`src/pkg/logic_cell_pkg.sv`:
```
// Package with constants and types for the programmable logic cell
package logic_cell_pkg;

    // Operating modes, Gray coded along normal -> arithmetic -> counter
    typedef enum logic [1:0] {
        MODE_NORMAL  = 2'h0,
        MODE_ARITH   = 2'h1,
        MODE_COUNTER = 2'h3
    } mode_t;

    // Register port widths
    localparam int ADDR_W = 4;
    localparam int DATA_W = 32;

    // Register byte addresses
    localparam logic [3:0] LUT_MASK_ADDR = 4'h0;
    localparam logic [3:0] CELL_CTRL_ADDR = 4'h4;
    localparam logic [3:0] CELL_STATUS_ADDR = 4'h8;

    // Widths of the stored configuration
    localparam int LUT_W = 16;
    localparam int CTRL_W = 10;

    // Values after reset
    localparam logic [15:0] LUT_MASK_RST = 16'h0000;
    localparam logic [9:0] CELL_CTRL_RST = 10'h000;
    localparam logic STORE_RST = 1'h0;

    // Field positions in the control register
    localparam int MODE_LSB = 0;
    localparam int SEL0_BIT = 2;
    localparam int SEL1_BIT = 3;
    localparam int PRESET_INV_BIT = 4;
    localparam int LOAD_EMUL_BIT = 5;
    localparam int CASC_EN_BIT = 6;
    localparam int CASC_OR_BIT = 7;
    localparam int ACCUM_BIT = 8;
    localparam int CIN_LUT_BIT = 9;

    // Field positions in the status register
    localparam int ST_Q_BIT = 0;
    localparam int ST_COMB_BIT = 1;
    localparam int ST_CARRY_BIT = 2;
    localparam int ST_CASC_BIT = 3;
    localparam int ST_MODE_LSB = 4;

    // Offset of the carry half of the lookup table in three-input modes
    localparam int CARRY_HALF = 8;

endpackage : logic_cell_pkg

```
`src/design/logic_cell.sv`:
```
// One programmable logic cell: lookup table, register, carry and cascade
//
// Operation
// Two outputs, each selects table or register
// Registered and unregistered result at once
// Dedicated carry/cascade links, no local routing
// Carry-in feeds table and next carry stage
// Multi-cluster carry skips to same-parity cluster
// Extra cell puts final carry onto routing
// Table forms sum; register may accumulate
// Table plus carry logic makes carry-out
// Exactly one of three modes
// Seven inputs steered by mode
// Cluster register controls usable in every mode
// Counter: two 3-input tables, mux, AND
// Sync clear/load override cascade value
// Sync clear beats sync load
// Native clear; preset by inverting around register
// Preset-plus-load emulation undefined after reset
// Chip reset overrides every register control
// Inverted registers preset under chip reset
// Cascade combines table with previous cell
// Async controls act at once, beat sync
// Enable low holds register, ignores sync
`timescale 1ns/1ps
module logic_cell
    import logic_cell_pkg::*;
(
    input wire logic ref_clk,
    input wire logic rst_n,
    input wire logic clk_en,
    // Register port
    input wire logic [ADDR_W-1:0] addr,
    input wire logic [DATA_W-1:0] wdata,
    input wire logic wr,
    input wire logic rd,
    output logic [DATA_W-1:0] rdata,
    // Data inputs from local routing
    input wire logic data_a,
    input wire logic data_b,
    input wire logic data_c,
    input wire logic data_d,
    // Chain inputs from the previous cell
    input wire logic carry_in,
    input wire logic cascade_in,
    // Cluster-wide register controls
    input wire logic reg_ena,
    input wire logic aclr,
    input wire logic apre,
    input wire logic aload,
    input wire logic adata,
    input wire logic sclr,
    input wire logic sload,
    // Chip-wide reset, active low
    input wire logic chip_reset_n,
    // Outputs toward routing and the next cell
    output logic out0,
    output logic out1,
    output logic carry_out,
    output logic cascade_out
);

    logic [LUT_W-1:0] lut_mask;   // Table contents
    logic [CTRL_W-1:0] cell_ctrl; // Mode and option bits
    logic store;                  // Physical register bit
    mode_t mode;                  // Decoded mode
    logic preset_inv;             // Register wrapped in inverters
    logic load_emul;              // Preset-plus-load emulation in use
    logic q_stored;               // Logical value of the register bit
    logic q_now;                  // Register output after async overrides
    logic async_act;              // Some asynchronous control is active
    logic async_val;              // Value forced by it
    logic comb_out;               // Table result after mode steering
    logic next_logic;             // Logical value for the next edge
    logic next_store;             // Physical value for the next edge
    logic [2:0] idx3;             // Index into a three-input half table
    logic [3:0] idx4;             // Index into the full table
    logic b_eff;                  // Operand b or register feedback
    logic d_eff;                  // Input d or carry-in
    logic sync_val;               // Value after sync load and clear

    // Decode of the control register
    // The wrapper and emulation bits change how the stored bit is read,
    // so software should only move them while the register is idle
    assign preset_inv = cell_ctrl[PRESET_INV_BIT];
    assign load_emul = cell_ctrl[LOAD_EMUL_BIT];

    // Only the three documented encodings are modes; others act as normal
    always_comb begin
        case (cell_ctrl[MODE_LSB+1:MODE_LSB])
            2'h1: mode = MODE_ARITH;
            2'h3: mode = MODE_COUNTER;
            default: mode = MODE_NORMAL;
        endcase
    end

    // Configuration writes; frozen with the clock enable
    // A strobe seen while the clock enable is low is lost, not queued;
    // the master must repeat it once the cell runs again
    always_ff @(posedge ref_clk) begin
        if (!rst_n) begin
            lut_mask <= LUT_MASK_RST;
            cell_ctrl <= CELL_CTRL_RST;
        end else if (clk_en && wr) begin
            // Unmapped addresses are ignored
            if (addr == LUT_MASK_ADDR) begin
                lut_mask <= wdata[LUT_W-1:0];
            end else if (addr == CELL_CTRL_ADDR) begin
                cell_ctrl <= wdata[CTRL_W-1:0];
            end
        end
    end

    // Read data one cycle after the strobe; unmapped reads give zero
    // Read data stand until the next enabled edge and then fall back to zero,
    // so a sample after that edge sees zero rather than stale contents
    always_ff @(posedge ref_clk) begin
        if (!rst_n) begin
            rdata <= '0;
        end else if (clk_en) begin
            rdata <= '0;
            if (rd) begin
                case (addr)
                    LUT_MASK_ADDR: begin
                        rdata[LUT_W-1:0] <= lut_mask;
                    end
                    CELL_CTRL_ADDR: begin
                        rdata[CTRL_W-1:0] <= cell_ctrl;
                    end
                    CELL_STATUS_ADDR: begin
                        rdata[ST_Q_BIT] <= q_now;
                        rdata[ST_COMB_BIT] <= comb_out;
                        rdata[ST_CARRY_BIT] <= carry_out;
                        rdata[ST_CASC_BIT] <= cascade_out;
                        rdata[ST_MODE_LSB+1:ST_MODE_LSB] <= mode;
                    end
                    default: begin
                        rdata <= '0;
                    end
                endcase
            end
        end
    end

    // Input steering; b may take the register feedback for accumulation
    assign b_eff = cell_ctrl[ACCUM_BIT] ? q_stored : data_b;
    // In normal mode d may take the carry-in, which lets an end cell
    // pick up the final carry and drive it onto routing
    assign d_eff = cell_ctrl[CIN_LUT_BIT] ? carry_in : data_d;
    assign idx4 = {d_eff, data_c, b_eff, data_a};

    // Three-input index per mode; counter uses feedback as second input
    always_comb begin
        case (mode)
            MODE_COUNTER: idx3 = {carry_in, q_stored, data_a};
            default: idx3 = {carry_in, b_eff, data_a};
        endcase
    end

    // Arithmetic and counter modes split the table into two halves of
    // eight entries; the lower half is addressed directly and the upper
    // half at the same index plus the half offset
    // Table result and carry generation per mode
    always_comb begin
        case (mode)
            MODE_ARITH: begin
                // Lower half makes the sum, upper half the carry
                comb_out = lut_mask[idx3];
                carry_out = lut_mask[CARRY_HALF + int'(idx3)];
            end
            MODE_COUNTER: begin
                // One half makes the count data, other the fast carry
                comb_out = lut_mask[idx3];
                carry_out = lut_mask[CARRY_HALF + int'(idx3)];
            end
            default: begin
                // Full four-input table; carry passes straight on
                comb_out = lut_mask[idx4];
                carry_out = carry_in;
            end
        endcase
    end
    // Carry and cascade ports wire straight to the neighbour cell; the
    // fabric joins the last cell of a cluster to the first cell of the
    // next cluster of the same parity // R3 R5

    // Cascade combines this table with the previous cell's value
    // With the cascade off the table result passes on unchanged, so a
    // chain can start at any cell without a special first cell; AND
    // builds equality checks, OR builds wide any-of functions
    always_comb begin
        if (!cell_ctrl[CASC_EN_BIT]) begin
            cascade_out = comb_out;
        end else if (cell_ctrl[CASC_OR_BIT]) begin
            cascade_out = comb_out | cascade_in;
        end else begin
            cascade_out = comb_out & cascade_in;
        end
    end

    // Sync load mux then clear AND gate; both ahead of the cascade value
    // Clear is the last gate before the register, which is what lets it
    // win over a simultaneous load
    assign sync_val = (sload ? data_c : cascade_out) & ~sclr;

    // Asynchronous overrides, chip reset first
    // These controls are level sensitive and modelled without a clock:
    // they show on the output at once and are written into the stored
    // bit at the next enabled edge, so a pulse narrower than one clock
    // with the clock enable low leaves no trace once it has gone
    always_comb begin
        async_act = 1'b1;
        async_val = q_stored;
        if (!chip_reset_n) begin
            // Emulated preset-plus-load: value undefined, left as is;
            // otherwise clearing the bit presets inverted ones
            async_val = load_emul ? q_stored : preset_inv;
        end else if (!preset_inv && aclr) begin
            async_val = 1'b0;
        end else if (preset_inv && apre) begin
            async_val = 1'b1;
        end else if (aload) begin
            async_val = adata;
        end else begin
            async_act = 1'b0;
        end
    end

    // Register output sees async controls in the same cycle
    assign q_now = async_act ? async_val : q_stored;
    assign q_stored = preset_inv ? ~store : store;

    // Next logical value: async, then enable, then sync path
    always_comb begin
        if (async_act) begin
            next_logic = async_val;
        end else if (reg_ena) begin
            next_logic = sync_val;
        end else begin
            next_logic = q_stored;
        end
        next_store = preset_inv ? ~next_logic : next_logic;
    end

    // Physical register bit
    // The stored bit is physical: with the wrapper on it holds the
    // inverse of the logical value, which is what makes a clear of the
    // stored bit look like a preset from outside; only the clocked
    // reset and an enabled edge ever change it
    always_ff @(posedge ref_clk) begin
        if (!rst_n) begin
            store <= STORE_RST;
        end else if (clk_en) begin
            store <= next_store;
        end
    end

    // Output selection: control bit high picks the register
    // Each output chooses on its own, so the table and the register can
    // serve unrelated functions in one cell; with both bits set the two
    // outputs carry the same registered value
    assign out0 = cell_ctrl[SEL0_BIT] ? q_now : comb_out;
    assign out1 = cell_ctrl[SEL1_BIT] ? q_now : comb_out;

    logic no_async;
    assign no_async = !async_act;
endmodule : logic_cell

```
`config.mk`:
```
export PLATFORM = sky130hd
export DESIGN_NAME = logic_cell
export DESIGN_NICKNAME = d
export VERILOG_FILES = /design/src/pkg/logic_cell_pkg.sv /design/src/design/logic_cell.sv
export SDC_FILE = /design/constraint.sdc
export NUM_CORES = 1
export LEC_CHECK = 0
export ABC_AREA = 1
export ABC_CLOCK_PERIOD_IN_PS = 3200
export BUFFER_PORTS_ARGS = -buffer_cell sky130_fd_sc_hd__buf_2
export CAP_MARGIN = 20
export CORE_MARGIN = 1.5
export CORE_UTILIZATION = 51
export CTS_CLUSTER_SIZE = 16
export DETAILED_ROUTE_END_ITERATION = 10
export PLACE_DENSITY_LB_ADDON = 0.3
export RECOVER_POWER = 50
export SYNTH_ARGS = -nofsm -noshare
export SYNTH_HDL_FRONTEND = slang
export SYNTH_SLANG_ARGS = --single-unit
```
`constraint.sdc`:
```
create_clock -name ref_clk -period 3.2 [get_ports ref_clk]
set_input_delay 0.64 -clock ref_clk [delete_from_list [all_inputs] [get_ports ref_clk]]
set_output_delay 0.64 -clock ref_clk [all_outputs]
set_load 0.05 [all_outputs]
```
; ---- Word level (Yosys, flattened, before mapping)
; Cells that the tools add are included.
[op_classes]
n_addsub = 1
n_eq_ne = 6
n_lt_le_gt_ge = 3
n_reduce_logical = 8
muxes = 36
bitwise = 7
[op_table]
columns = cell, n
row1 = $mux 1, 27
row2 = $pmux 6 s3, 1
row3 = $mux 16, 1
row4 = $bmux 1 s4, 2
row5 = $pmux 4 s2, 1
row6 = $mux 6, 1
row7 = $add 4x3->5 const A, 1
row8 = $lt 3x5->1 const B, 1
row9 = $lt 4x5->1 const B, 1
row10 = $lt 5x5->1 const B, 1
row11 = $eq 2x1->1 const B, 2
row12 = $eq 2x2->1 const B, 2
row13 = $eq 4x3->1 const B, 1
row14 = $eq 4x4->1 const B, 1
row15 = $logic_not 4->1, 1
row16 = $not 1->1, 4
row17 = $pmux 2 s2, 1
row18 = $bmux 1 s3, 1
row19 = $logic_and 1x1->1, 3
row20 = $reduce_and 3->1, 1
row21 = $and 1x1->1, 2
row22 = $mux 2, 1
row23 = $reduce_and 2->1, 1
row24 = $reduce_or 2->1, 1
row25 = 2 further kinds, 2
[totals]
register_bits = 59
out_inout_bits = 36

; ---- Logic depth before layout (Yosys ltp)
; Gate-level depths: netlist (run 1).
[depth]
ltp_word = 16
depth_mapped = 18
mapped_depth_nobuf = 18

; ---- Worst setup path before layout (run 1)
; OpenSTA, ideal clock, no wires.
[synth_timing]
path_type = register to output
startpoint = reg cell_ctrl[4]
endpoint = out out0
t_required_ns = 2.560
t_arrival_ns = 2.295
n_path_buf = 0
slack_ns = 0.265
path_stages_with_launch = 9
cell_sequence = dfxtp_1 > inv_2 > nand2_4 > nand2_2 > inv_2 > nor2_1 > o311ai_2 > o21ai_0 > o21ai_0
[synth_between]
elab_chain_len = 7
elab_cells_between_ends = 21
[synth_rtl]
columns = element, line_no
row1 = "start, declared", logic_cell.sv:64  ; logic [CTRL_W-1:0] cell_ctrl;
row2 = "start signal, assigned", logic_cell.sv:109  ; cell_ctrl <= wdata[CTRL_W-1:0];
row3 = $mux 1, logic_cell.sv:231  ; assign q_stored = preset_inv ? ~store : store;
row4 = "$mux 1, on equally long branches", "logic_cell.sv:146, logic_cell.sv:222"
row5 = $mux 2 or $mux 1 (tied branches), "logic_cell.sv:154, logic_cell.sv:220"
row6 = $bmux 1 s3 or $mux 1 (tied branches), "logic_cell.sv:168, logic_cell.sv:173, logic_cell.sv:218"
row7 = "$mux 1, on equally long branches", "logic_cell.sv:168, logic_cell.sv:173, logic_cell.sv:214"
row8 = "$mux 1, on equally long branches", --
row9 = $mux 1 (*), logic_cell.sv:262  ; assign out0 = cell_ctrl[SEL0_BIT] ? q_now : comb_out;
row10 = "end, declared", logic_cell.sv:57  ; output logic out0,
; Mark *: on every way between the ends. The rest lies on a longest branch, timed or not. The select of a mux whose other input is x is not followed.

; ---- Worst setup path after layout (run 1)
[layout_timing]
startpoint = reg cell_ctrl[4]
endpoint = out out1
[layout_between]
elab_chain_len = 7
elab_cells_between_ends = 21
[layout_rtl]
columns = element, line_no
row1 = $mux 1, logic_cell.sv:231
row2 = "$mux 1, on equally long branches", "logic_cell.sv:146, logic_cell.sv:222"
row3 = $mux 2 or $mux 1 (tied branches), "logic_cell.sv:154, logic_cell.sv:220"
row4 = $bmux 1 s3 or $mux 1 (tied branches), "logic_cell.sv:168, logic_cell.sv:173, logic_cell.sv:218"
row5 = "$mux 1, on equally long branches", "logic_cell.sv:168, logic_cell.sv:173, logic_cell.sv:214"
row6 = "$mux 1, on equally long branches", --
row7 = $mux 1 (*), logic_cell.sv:263  ; assign out1 = cell_ctrl[SEL1_BIT] ? q_now : comb_out;
row8 = "end, declared", logic_cell.sv:58  ; output logic out1,
; Marked as above.

==> out/results.md, run 1 <==
| Quantity | Value | Unit |
|---|---|---|
| FF-to-FF Start | cell_ctrl[4]$_SDFFE_PN0P_ | - |
| Initial DRC Count | 207 | - |
| Final count of hold timing violations | 0 | - |
| Quantity of hold-fixing buffers added after cts | 0 | - |
| Half-perimeter wire length after detailed placement | 4483 | um |
| Slew headroom | 0.5417 | - |
| Post-detailed-route via-to-cell ratio | 5.352 | - |
| Sort of element at the start of the critical path | flip-flop | - |
| Total congestion overflow after global routing | 0 | - |
| Clock period minus worst slack | 2.899 | ns |
| First-pass iteration count of the detailed router | 5 | - |
| Final GP Congestion | 1.002 | - |
| Netlist cell types | 30 | - |
| Worst slack at placement | 0.5120 | ns |
| Largest fanout on the critical path | 7 | - |
| Endpoint with the worst hold slack | rdata[1]$_SDFFE_PN0P_ | - |
| Pin count of the biggest net entering global routing | 24 | - |
| Die Height | 70.44 | um |
| Result of the run | completed | - |
| Share of the synthesized area in the top cell type | 0.3711 | - |
| Maxcap violations | 0 | - |
| Number of gates resized after CTS | 0 | - |
| Number of diodes added for antenna fixing | 0 | - |
| Yosys Warn Count | 0 | - |
| Instance count of the mapped netlist | 332 | - |
| Top-count cell post-synth | sky130_fd_sc_hd__nand2_1 | - |
| Synth area leaders | sky130_fd_sc_hd__dfxtp_1, sky130_fd_sc_hd__nand2_1, sky130_fd_sc_hd__a21oi_1 | - |
| Total via count in the routed design | 2355 | - |
| Post-CTS Repair Setup Buffers | 0 | - |
| Wire length per cell after detailed routing | 13.53 | um |
| Final period util | 0.9061 | - |
| Setup repair after global routing missed its margin | no | - |
| Max Fclk | 0.3449 | GHz |
| Non-filler cells in the finished layout | 440 | - |
| Clock sink count | 43 | - |
| Cts bufs inserted | 5 | - |
| Synthesized flop and latch total | 43 | - |
| Final setup fails | 0 | - |
| Setup TNS | 0 | ns |
| Reg-to-Reg End | store$_SDFFE_PN0P_ | - |
| Total routing usage reported by global routing | 0.2404 | - |
| Final Max Slew Viols | 0 | - |
| Tightest Hold Check Type | reg -> reg | - |
| Top cells by count, synth | sky130_fd_sc_hd__nand2_1, sky130_fd_sc_hd__dfxtp_1, sky130_fd_sc_hd__inv_1 | - |
| DIE AREA | 0.004962 | mm2 |
| Top-level I/O count | 91 | - |
| Depth of the worst register-to-register path | 17 | - |
| P_leak | 1.116 | nW |
| Origin of the worst min-delay path | rdata[1]$_SDFFE_PN0P_ | - |
| Top FF cell, synth | sky130_fd_sc_hd__dfxtp_1 | - |
| Syn-to-layout area delta | 13.92 | % |
| Remaining number of nets flagged by the antenna check after routing | 0 | - |
| Placement row count | 24 | - |
| CTS clk-pin slew, worst paths | 0.08 | ns |
| Total power | 1.086 | mW |
| Required time of the critical path | 2.56 | ns |
| Peak supply drop | 0.0003954 | V |
| Count of H-tree levels built during CTS | 2 | - |
| Flop2flop setup slack | 1.21 | ns |
| Post-Place Cells | 432 | - |
| Smallest setup slack after layout | 0.3005 | ns |
| Core box area | 0.004354 | mm2 |
| CP Class | reg -> out | - |
| Instance count along the most critical hold path | 2 | - |
| Wire length of the first global-routing pass | 9522 | um |
| Clk buf depth | 2 | - |
| Via count of the first global-routing pass | 2102 | - |
| Worst-Margin Slew | 0.6868 | ns |
| Effective utilization at floorplan | 0.5328 | - |
| Syn Std Cell Area | 0.002320 | mm2 |
| Proportion of synthesized chip area in sequential cells | 0.3711 | - |
| Count of unresolved DRC violations after routing | 0 | - |
| Total Nets Final | 442 | - |
| Port buffer count | 58 | - |
| Total wirelength of the detailed-routed design | 5955 | um |
| Post-Route Skew | 0.003040 | ns |
| Number of enable flip-flop cells after synthesis | 0 | - |
| Endpoint kind of the worst setup timing path | primary output | - |
| Clock insertion delay at the later pin of the skew report | 0.30 | ns |
| Per-instance average area after synthesis | 6.987 | um2 |
| Root buffer cell | sky130_fd_sc_hd__clkbuf_8 | - |
| Data arrival, critical path | 2.26 | ns |
| Fraction of final layout cells with drive strength greater than 1 | 0.1804 | - |
| Asr flop ratio synth | 0 | - |
| Yosys top cell by area | sky130_fd_sc_hd__dfxtp_1 | - |
| Clock tree from TritonCTS | yes | - |
| Width of the die | 70.44 | um |
| Total power divided by cell area | 411.1 | mW/mm2 |
| Number of antenna violations at the first check in global routing | 0 | - |
[state kept, by name, summed over array words and instances (netlist names)]
signal	flops
lut_mask	16
rdata	16
cell_ctrl	10
store	1
[placed cells by master, fill, tap and decap left out, drive strengths merged]
cell type	count
nand2	60
nor3b	1
o22ai	4
clkbuf	22
or2	1
o21ai	38
a221oi	4
dfxtp	43
inv	41
buf	43
nor3	4
nand3	35
clkinv	3
nor2	23
clkinvlp	1
a31oi	1
a22oi	6
a21oi	35
conb	16
o211ai	2
nand3b	2
o311ai	1
o221ai	2
[worst max path at each step]
stage                                          from  endpoint  slack (ns)  cells after the start
final                     cell_ctrl[4]$_SDFFE_PN0P_      out1        0.30                      9
after global routing      cell_ctrl[4]$_SDFFE_PN0P_      out1        0.11                      9
after CTS                 cell_ctrl[4]$_SDFFE_PN0P_      out1        0.27                      9
after detailed placement                     data_a      out1        0.51                     10
after global placement                       data_a      out0        0.48                     10
after floorplan           cell_ctrl[4]$_SDFFE_PN0P_      out0        0.26                      8
[logic make-up (layout without fill, tap and decap cells)]
family,count (synthesis),count (layout),share of synthesized area
AOI/OAI and AO/OA,93,93,0.2282
buffers and inverters,69,110,0.1392
DFF,43,43,0.3711
other,1,16,0.001617
and+or+nand+nor,126,126,0.2600
[layout make-up]
type                       instances  area [um2]
tap                               52       65.06
sequential                        43       860.8
fill                             392        1712
multi-input combinational        235        1192
clock buffer                       6       72.57
timing repair buffer              59       277.8
inverter                          43       161.4
clock inverter                     2       12.51
[through the flow]
stage                     utilization  area (um2)  hold WS, ns
after floorplan                     -        2376       0.4404
after global placement         0.5920        2577       0.4530
after detailed placement       0.5920        2577       0.4557
after CTS                      0.6115        2663       0.4684
after global routing           0.6069        2643       0.5028
final                          0.6069        2643       0.4686
[metal layers]
| layer | vias to the layer above | track usage | wire [um] |
|---|---|---|---|
| met3 | 13 | 0.05051 | 419 |
| met5 | - | 0 | 0 |
| met2 | 90 | 0.3994 | 2812 |
| met4 | 0 | 0.07692 | 155 |
| met1 | 1063 | 0.3103 | 2568 |
| li1 | 1189 | - | - |
[where the power goes]
part	leakage (nW)	internal, mW	switching (mW)	total [mW]
Clock	0.0412	0.153	0.191	0.344
Sequential	0.347	0.540	0.00342	0.543
Combinational	0.728	0.0511	0.149	0.200
Total	1.12	0.743	0.343	1.09
[worst max-delay path, cell delays in order (launching register included)]
cell and delay, ns:
sky130_fd_sc_hd__dfxtp_1 0.50, sky130_fd_sc_hd__inv_2 0.14, sky130_fd_sc_hd__nand2_4 0.11, sky130_fd_sc_hd__nand2_2 0.08
sky130_fd_sc_hd__inv_2 0.08, sky130_fd_sc_hd__nor2_1 0.05, sky130_fd_sc_hd__o311ai_2 0.28, sky130_fd_sc_hd__o21ai_0 0.25
sky130_fd_sc_hd__o21ai_0 0.19, sky130_fd_sc_hd__buf_2 0.28
Note: power is estimated with default switching activity, not from simulation.
==> run 2: changes to the inputs <==
Settings changed: CORE_ASPECT_RATIO set to 0.8.
==> out/results.md, run 2 (synthesized netlist as in run 1, its figures left out) <==
| Quantity | Value | Unit | vs previous |
|---|---|---|---|
| Half-perimeter wire length after detailed placement | 4516 | um | was 4483 um |
| Result of the run | completed | - | unchanged |
| DIE AREA | 0.004964 | mm2 | was 0.004962 mm2 |
| CTS clk-pin slew, worst paths | 0.08 | ns | about the same |
| Data arrival, critical path | 2.25 | ns | was 2.26 ns |
| Leading cell type in the layout, fill and taps excluded | sky130_fd_sc_hd__nand2_1 | - | unchanged |
| Origin of the worst min-delay path | rdata[2]$_SDFFE_PN0P_ | - | was rdata[1]$_SDFFE_PN0P_ |
| Worst slack at placement | 0.5185 | ns | was 0.5120 ns |
| Effective utilization at floorplan | 0.5416 | - | was 0.5328 |
| Maxcap violations | 0 | - | unchanged |
| Final Max Slew Viols | 0 | - | unchanged |
| CP top delay family | compound AO/OA/AOI/OAI gates | - | unchanged |
| Final setup fails | 0 | - | unchanged |
| Number of gates resized after CTS | 0 | - | unchanged |
| Setup repair after global routing missed its margin | no | - | unchanged |
| Depth of the worst register-to-register path | 10 | - | was 17 |
| Total via count in the routed design | 2357 | - | was 2355 |
| Internal Power | 0.8433 | mW | was 0.7433 mW |
| Sort of element at the start of the critical path | flip-flop | - | unchanged |
| Post-detailed-route via-to-cell ratio | 5.285 | - | was 5.352 |
| Total power divided by cell area | 437.3 | mW/mm2 | was 411.1 mW/mm2 |
| Smallest setup slack after layout | 0.3057 | ns | was 0.3005 ns |
| Total wirelength of the detailed-routed design | 5964 | um | was 5955 um |
| Post-Route Skew | 0.002754 | ns | was 0.003040 ns |
| Instance area after placement | 0.002591 | mm2 | was 0.002577 mm2 |
| Wire length per cell after detailed routing | 13.37 | um | was 13.53 um |
| Highest cell delay on the worst timing path | 0.46 | ns | was 0.50 ns |
| Die Height | 63.32 | um | was 70.44 um |
| Pin count of the biggest net entering global routing | 24 | - | unchanged |
| Endpoint with the worst hold slack | rdata[2]$_SDFFE_PN0P_ | - | was rdata[1]$_SDFFE_PN0P_ |
| Post-route design area | 0.002685 | mm2 | was 0.002643 mm2 |
| Largest fanout on the critical path | 7 | - | unchanged |
| Width of the die | 78.40 | um | was 70.44 um |
| Clock period minus worst slack | 2.894 | ns | was 2.899 ns |
| Final core utilization | 0.6269 | - | was 0.6069 |
| Count of H-tree levels built during CTS | 2 | - | unchanged |
| Root buffer cell | sky130_fd_sc_hd__clkbuf_8 | - | unchanged |
| P_leak | 1.137 | nW | was 1.116 nW |
| Most frequent cells in the layout | sky130_fd_sc_hd__nand2_1, sky130_fd_sc_hd__dfxtp_1, sky130_fd_sc_hd__buf_2 | - | unchanged |
| Total net switching power | 0.3309 | mW | was 0.3431 mW |
| FF-to-FF Start | cell_ctrl[4]$_SDFFE_PN0P_ | - | unchanged |
| Total routing usage reported by global routing | 0.2543 | - | was 0.2404 |
| CP Class | reg -> out | - | unchanged |
| Peak supply drop | 0.0002381 | V | was 0.0003954 V |
| Switching Share | 0.2818 | - | was 0.3158 |
| Combinational cell fraction of total power | 0.170 | - | was 0.184 |
| Clock tree from TritonCTS | yes | - | unchanged |
| Fraction of final layout cells with drive strength greater than 1 | 0.1825 | - | was 0.1804 |
| Wire length of the first global-routing pass | 9860 | um | was 9522 um |
| Total power | 1.174 | mW | was 1.086 mW |
| Final period util | 0.9045 | - | was 0.9061 |
| Top-level I/O count | 91 | - | unchanged |
| Biggest registers after layout | lut_mask: 16 flops, rdata: 16 flops, cell_ctrl: 10 flops | - | unchanged |
| Post-CTS Repair Setup Buffers | 0 | - | unchanged |
| Total Nets Final | 443 | - | was 442 |
| Clock insertion delay at the later pin of the skew report | 0.29 | ns | was 0.30 ns |
| Worst-Margin Slew | 0.8581 | ns | was 0.6868 ns |
| Slew headroom | 0.4279 | - | was 0.5417 |
| Critical path buffers and inverters | 3 | - | unchanged |
| Instance count along the most critical hold path | 2 | - | unchanged |
| Required time of the critical path | 2.56 | ns | about the same |
| Portion of total power attributed to sequential cells | 0.462 | - | was 0.500 |
| Placement row count | 21 | - | was 24 |
| Core box area | 0.004283 | mm2 | was 0.004354 mm2 |
| Number of diodes added for antenna fixing | 0 | - | unchanged |
| Number of antenna violations at the first check in global routing | 0 | - | unchanged |
| Quantity of hold-fixing buffers added after cts | 0 | - | unchanged |
| Cts bufs inserted | 5 | - | unchanged |
| Flop2flop setup slack | 1.23 | ns | was 1.21 ns |
| Post-Place Cells | 438 | - | was 432 |
| Clock sink count | 43 | - | unchanged |
| Cell with the largest stage delay on the worst path | sky130_fd_sc_hd__dfxtp_1 | - | unchanged |
| Endpoint kind of the worst setup timing path | primary output | - | unchanged |
| First-pass iteration count of the detailed router | 5 | - | unchanged |
| Non-filler cells in the finished layout | 446 | - | was 440 |
| Count of unresolved DRC violations after routing | 0 | - | unchanged |
| Initial DRC Count | 156 | - | was 207 |
| Clk buf depth | 2 | - | unchanged |
| Remaining number of nets flagged by the antenna check after routing | 0 | - | unchanged |
| Min Hold Slack | 0.4690 | ns | was 0.4686 ns |
| Final count of hold timing violations | 0 | - | unchanged |
| Clock Power Share | 0.368 | - | was 0.316 |
| Reg-to-Reg End | rdata[0]$_SDFFE_PN0P_ | - | was store$_SDFFE_PN0P_ |
| Via count of the first global-routing pass | 2124 | - | was 2102 |
| Final GP Congestion | 0.9346 | - | was 1.002 |
| Port buffer count | 58 | - | unchanged |
| Ordered cell list for the critical path | inv_2, nand2_4, nand2_2, inv_2, nor2_1, o311ai_2, o21ai_0, o21ai_0, buf_2 | - | unchanged |
| Setup TNS | 0 | ns | unchanged |
| Tightest Hold Check Type | reg -> reg | - | unchanged |
| Max Fclk | 0.3455 | GHz | was 0.3449 GHz |
| Total congestion overflow after global routing | 0 | - | unchanged |
| Syn-to-layout area delta | 15.75 | % | was 13.92% |
-- run 2: final cells by class --
cell class	count	area (um2)
flip-flops and latches	43	860.8
clock inverters	2	35.03
fillers	425	1598
repair buffers	60	281.5
inverters	43	161.4
well taps	57	71.32
multi-input cells	235	1192
clock buffers	6	82.58
-- run 2: power by group through the flow --
| stage | clock (mW) | combinational, mW | sequential (mW) |
|---|---|---|---|
| floorplan | 0 | 0.159 | 0.555 |
| global placement | 0 | 0.196 | 0.555 |
| detailed placement | 0 | 0.198 | 0.555 |
| CTS | 0.433 | 0.199 | 0.543 |
| global route | 0.459 | 0.218 | 0.544 |
| finish | 0.432 | 0.199 | 0.543 |
-- run 2: worst min-delay path: stages (launching register included) --
cell                      delay [ns]
sky130_fd_sc_hd__dfxtp_1        0.31
sky130_fd_sc_hd__nand2_1        0.06
sky130_fd_sc_hd__a21oi_1        0.05
-- run 2: how the worst max path moves through the flow --
stage	startpoint	endpoint	slack, ns	cells past startpoint
after floorplan	cell_ctrl[4]$_SDFFE_PN0P_	out0	0.26	8
after global placement	data_a	out0	0.52	10
after detailed placement	data_a	out0	0.52	10
after CTS	cell_ctrl[4]$_SDFFE_PN0P_	out0	0.31	9
after global routing	cell_ctrl[4]$_SDFFE_PN0P_	out0	0.13	9
final	cell_ctrl[4]$_SDFFE_PN0P_	out0	0.31	9
-- run 2: per-layer routing --
layer  wire length, um  global-route usage  vias up  part of all wire
met1              2690              0.3482     1051              0.45
met5                 0                   0        -                 0
met2              2690              0.4043      113              0.45
li1                  -                   -     1187                 -
met4                59             0.06920        0            0.0099
met3               524             0.05507        6             0.088
==> run 3: changes to the inputs <==
Settings changed: MAX_ROUTING_LAYER set to met4.
==> out/results.md, run 3 (synthesized netlist as in run 1, its figures left out) <==
| Quantity | Value | Unit | vs previous |
|---|---|---|---|
| First-pass iteration count of the detailed router | 5 | - | unchanged |
| Instance count along the most critical hold path | 2 | - | unchanged |
| Remaining number of nets flagged by the antenna check after routing | 0 | - | unchanged |
| Top-level I/O count | 91 | - | unchanged |
| Final period util | 0.9240 | - | was 0.9045 |
| Die Height | 63.32 | um | unchanged |
| DIE AREA | 0.004964 | mm2 | unchanged |
| Quantity of hold-fixing buffers added after cts | 0 | - | unchanged |
| Most frequent cells in the layout | sky130_fd_sc_hd__nand2_1, sky130_fd_sc_hd__dfxtp_1, sky130_fd_sc_hd__buf_2 | - | unchanged |
| CTS clk-pin slew, worst paths | 0.08 | ns | about the same |
| Total power divided by cell area | 409.9 | mW/mm2 | was 437.3 mW/mm2 |
| P_leak | 1.123 | nW | was 1.137 nW |
| Via count of the first global-routing pass | 2045 | - | was 2124 |
| Final count of hold timing violations | 0 | - | unchanged |
| Setup TNS | 0 | ns | unchanged |
| Count of unresolved DRC violations after routing | 0 | - | unchanged |
| Post-CTS Repair Setup Buffers | 0 | - | unchanged |
| Fraction of final layout cells with drive strength greater than 1 | 0.1804 | - | was 0.1825 |
| Final Max Slew Viols | 0 | - | unchanged |
| Biggest registers after layout | lut_mask: 16 flops, rdata: 16 flops, cell_ctrl: 10 flops | - | unchanged |
| Leading cell type in the layout, fill and taps excluded | sky130_fd_sc_hd__nand2_1 | - | unchanged |
| Syn-to-layout area delta | 14.46 | % | was 15.75% |
| Number of gates resized after CTS | 0 | - | unchanged |
| Final core utilization | 0.6199 | - | was 0.6269 |
| Width of the die | 78.40 | um | unchanged |
| CP Class | reg -> out | - | unchanged |
| Total congestion overflow after global routing | 0 | - | unchanged |
| Number of antenna violations at the first check in global routing | 0 | - | unchanged |
| Clock insertion delay at the later pin of the skew report | 0.29 | ns | about the same |
| Reg-to-Reg End | rdata[0]$_SDFFE_PN0P_ | - | unchanged |
| Sort of element at the start of the critical path | flip-flop | - | unchanged |
| Total routing usage reported by global routing | 0.2543 | - | about the same |
| Flop2flop setup slack | 1.23 | ns | about the same |
| Total Nets Final | 443 | - | unchanged |
| Total wirelength of the detailed-routed design | 5865 | um | was 5964 um |
| Multi-input combinational cell area | 0.001192 | mm2 | unchanged |
| Wire length of the first global-routing pass | 9556 | um | was 9860 um |
| Number of diodes added for antenna fixing | 0 | - | unchanged |
| Clock period minus worst slack | 2.957 | ns | was 2.894 ns |
| Depth of the worst register-to-register path | 10 | - | unchanged |
| Total power | 1.088 | mW | was 1.174 mW |
| Count of H-tree levels built during CTS | 2 | - | unchanged |
| Pin count of the biggest net entering global routing | 24 | - | unchanged |
| Largest fanout on the critical path | 7 | - | unchanged |
| Core box area | 0.004283 | mm2 | unchanged |
| Worst-Margin Slew | 0.8753 | ns | was 0.8581 ns |
| Cts bufs inserted | 5 | - | unchanged |
| FF-to-FF Start | cell_ctrl[4]$_SDFFE_PN0P_ | - | unchanged |
| Smallest setup slack after layout | 0.2431 | ns | was 0.3057 ns |
| Placement row count | 21 | - | unchanged |
| Peak supply drop | 0.0003098 | V | was 0.0002381 V |
| Clk buf depth | 2 | - | unchanged |
| Clock sink count | 43 | - | unchanged |
| Port buffer count | 58 | - | unchanged |
| Endpoint kind of the worst setup timing path | primary output | - | unchanged |
| Endpoint with the worst hold slack | rdata[5]$_SDFFE_PN0P_ | - | was rdata[2]$_SDFFE_PN0P_ |
| Final setup fails | 0 | - | unchanged |
| Final GP Congestion | 0.9617 | - | was 0.9346 |
| Slew headroom | 0.4165 | - | was 0.4279 |
| Origin of the worst min-delay path | rdata[5]$_SDFFE_PN0P_ | - | was rdata[2]$_SDFFE_PN0P_ |
| Min Hold Slack | 0.4660 | ns | was 0.4690 ns |
| Worst slack at placement | 0.4908 | ns | was 0.5185 ns |
| Required time of the critical path | 2.56 | ns | about the same |
| Wire length per cell after detailed routing | 13.18 | um | was 13.37 um |
| Half-perimeter wire length after detailed placement | 4443 | um | was 4516 um |
| Effective utilization at floorplan | 0.5416 | - | unchanged |
| Tightest Hold Check Type | reg -> reg | - | unchanged |
| Post-Route Skew | 0.006880 | ns | was 0.002754 ns |
| Clock tree from TritonCTS | yes | - | unchanged |
| Result of the run | completed | - | unchanged |
| Post-detailed-route via-to-cell ratio | 5.267 | - | was 5.285 |
| Maxcap violations | 0 | - | unchanged |
| Root buffer cell | sky130_fd_sc_hd__clkbuf_8 | - | unchanged |
| Data arrival, critical path | 2.32 | ns | was 2.25 ns |
| Setup repair after global routing missed its margin | no | - | unchanged |
| Max Fclk | 0.3382 | GHz | was 0.3455 GHz |
| Total via count in the routed design | 2344 | - | was 2357 |
| Fillers | 409 | - | was 425 |
| Sequential cell area in the final layout | 860.8 | um2 | unchanged |
| Initial DRC Count | 231 | - | was 156 |
[run 3: routing by layer]
metal | share of wire | global-route usage | wire length [um] | vias to the layer above
li1 | - | - | - | 1187
met1 | 0.48 | 0.3521 | 2843 | 1037
met2 | 0.43 | 0.3837 | 2497 | 108
met3 | 0.075 | 0.04493 | 440 | 12
met4 | 0.014 | 0.06696 | 82 | 0
met5 | 0 | - | 0 | -
[run 3: final cells by class]
class	count	area share
multi-input combinational	235	0.4491
sequential	43	0.3242
timing repair buffer	60	0.1060
inverter	43	0.06079
clock buffer	6	0.03110
tap	57	0.02686
clock inverter	1	0.001885
[run 3: per-stage QoR]
step | instances | instance area (um2)
2_1_floorplan | 347 | 2376
3_3_place_gp | 438 | 2591
3_5_place_dp | 438 | 2591
4_1_cts | 445 | 2679
5_1_grt | 445 | 2655
6_report | 445 | 2655
[run 3: critical path: stages, from the launching register on]
cell and delay (ns):
sky130_fd_sc_hd__dfxtp_1 0.47, sky130_fd_sc_hd__inv_2 0.13, sky130_fd_sc_hd__nand2_4 0.11, sky130_fd_sc_hd__nand2_2 0.08, sky130_fd_sc_hd__inv_2 0.08, sky130_fd_sc_hd__nor2_1 0.05
sky130_fd_sc_hd__o311ai_2 0.31, sky130_fd_sc_hd__o21ai_0 0.28, sky130_fd_sc_hd__o21ai_0 0.24, sky130_fd_sc_hd__buf_2 0.29
[run 3: power breakdown]
group,switching [mW],internal (mW),total (mW)
Sequential,0.00322,0.540,0.543
Combinational,0.148,0.0514,0.199
Clock,0.177,0.169,0.346
Total,0.328,0.760,1.09
[run 3: worst max path at each step]
stage	start	endpoint	slack [ns]
2_1_floorplan	cell_ctrl[4]$_SDFFE_PN0P_	out0	0.26
3_3_place_gp	data_a	out0	0.52
3_5_place_dp	data_a	out1	0.49
4_1_cts	cell_ctrl[4]$_SDFFE_PN0P_	out1	0.26
5_1_grt	cell_ctrl[4]$_SDFFE_PN0P_	out1	0.12
6_report	cell_ctrl[4]$_SDFFE_PN0P_	out1	0.24
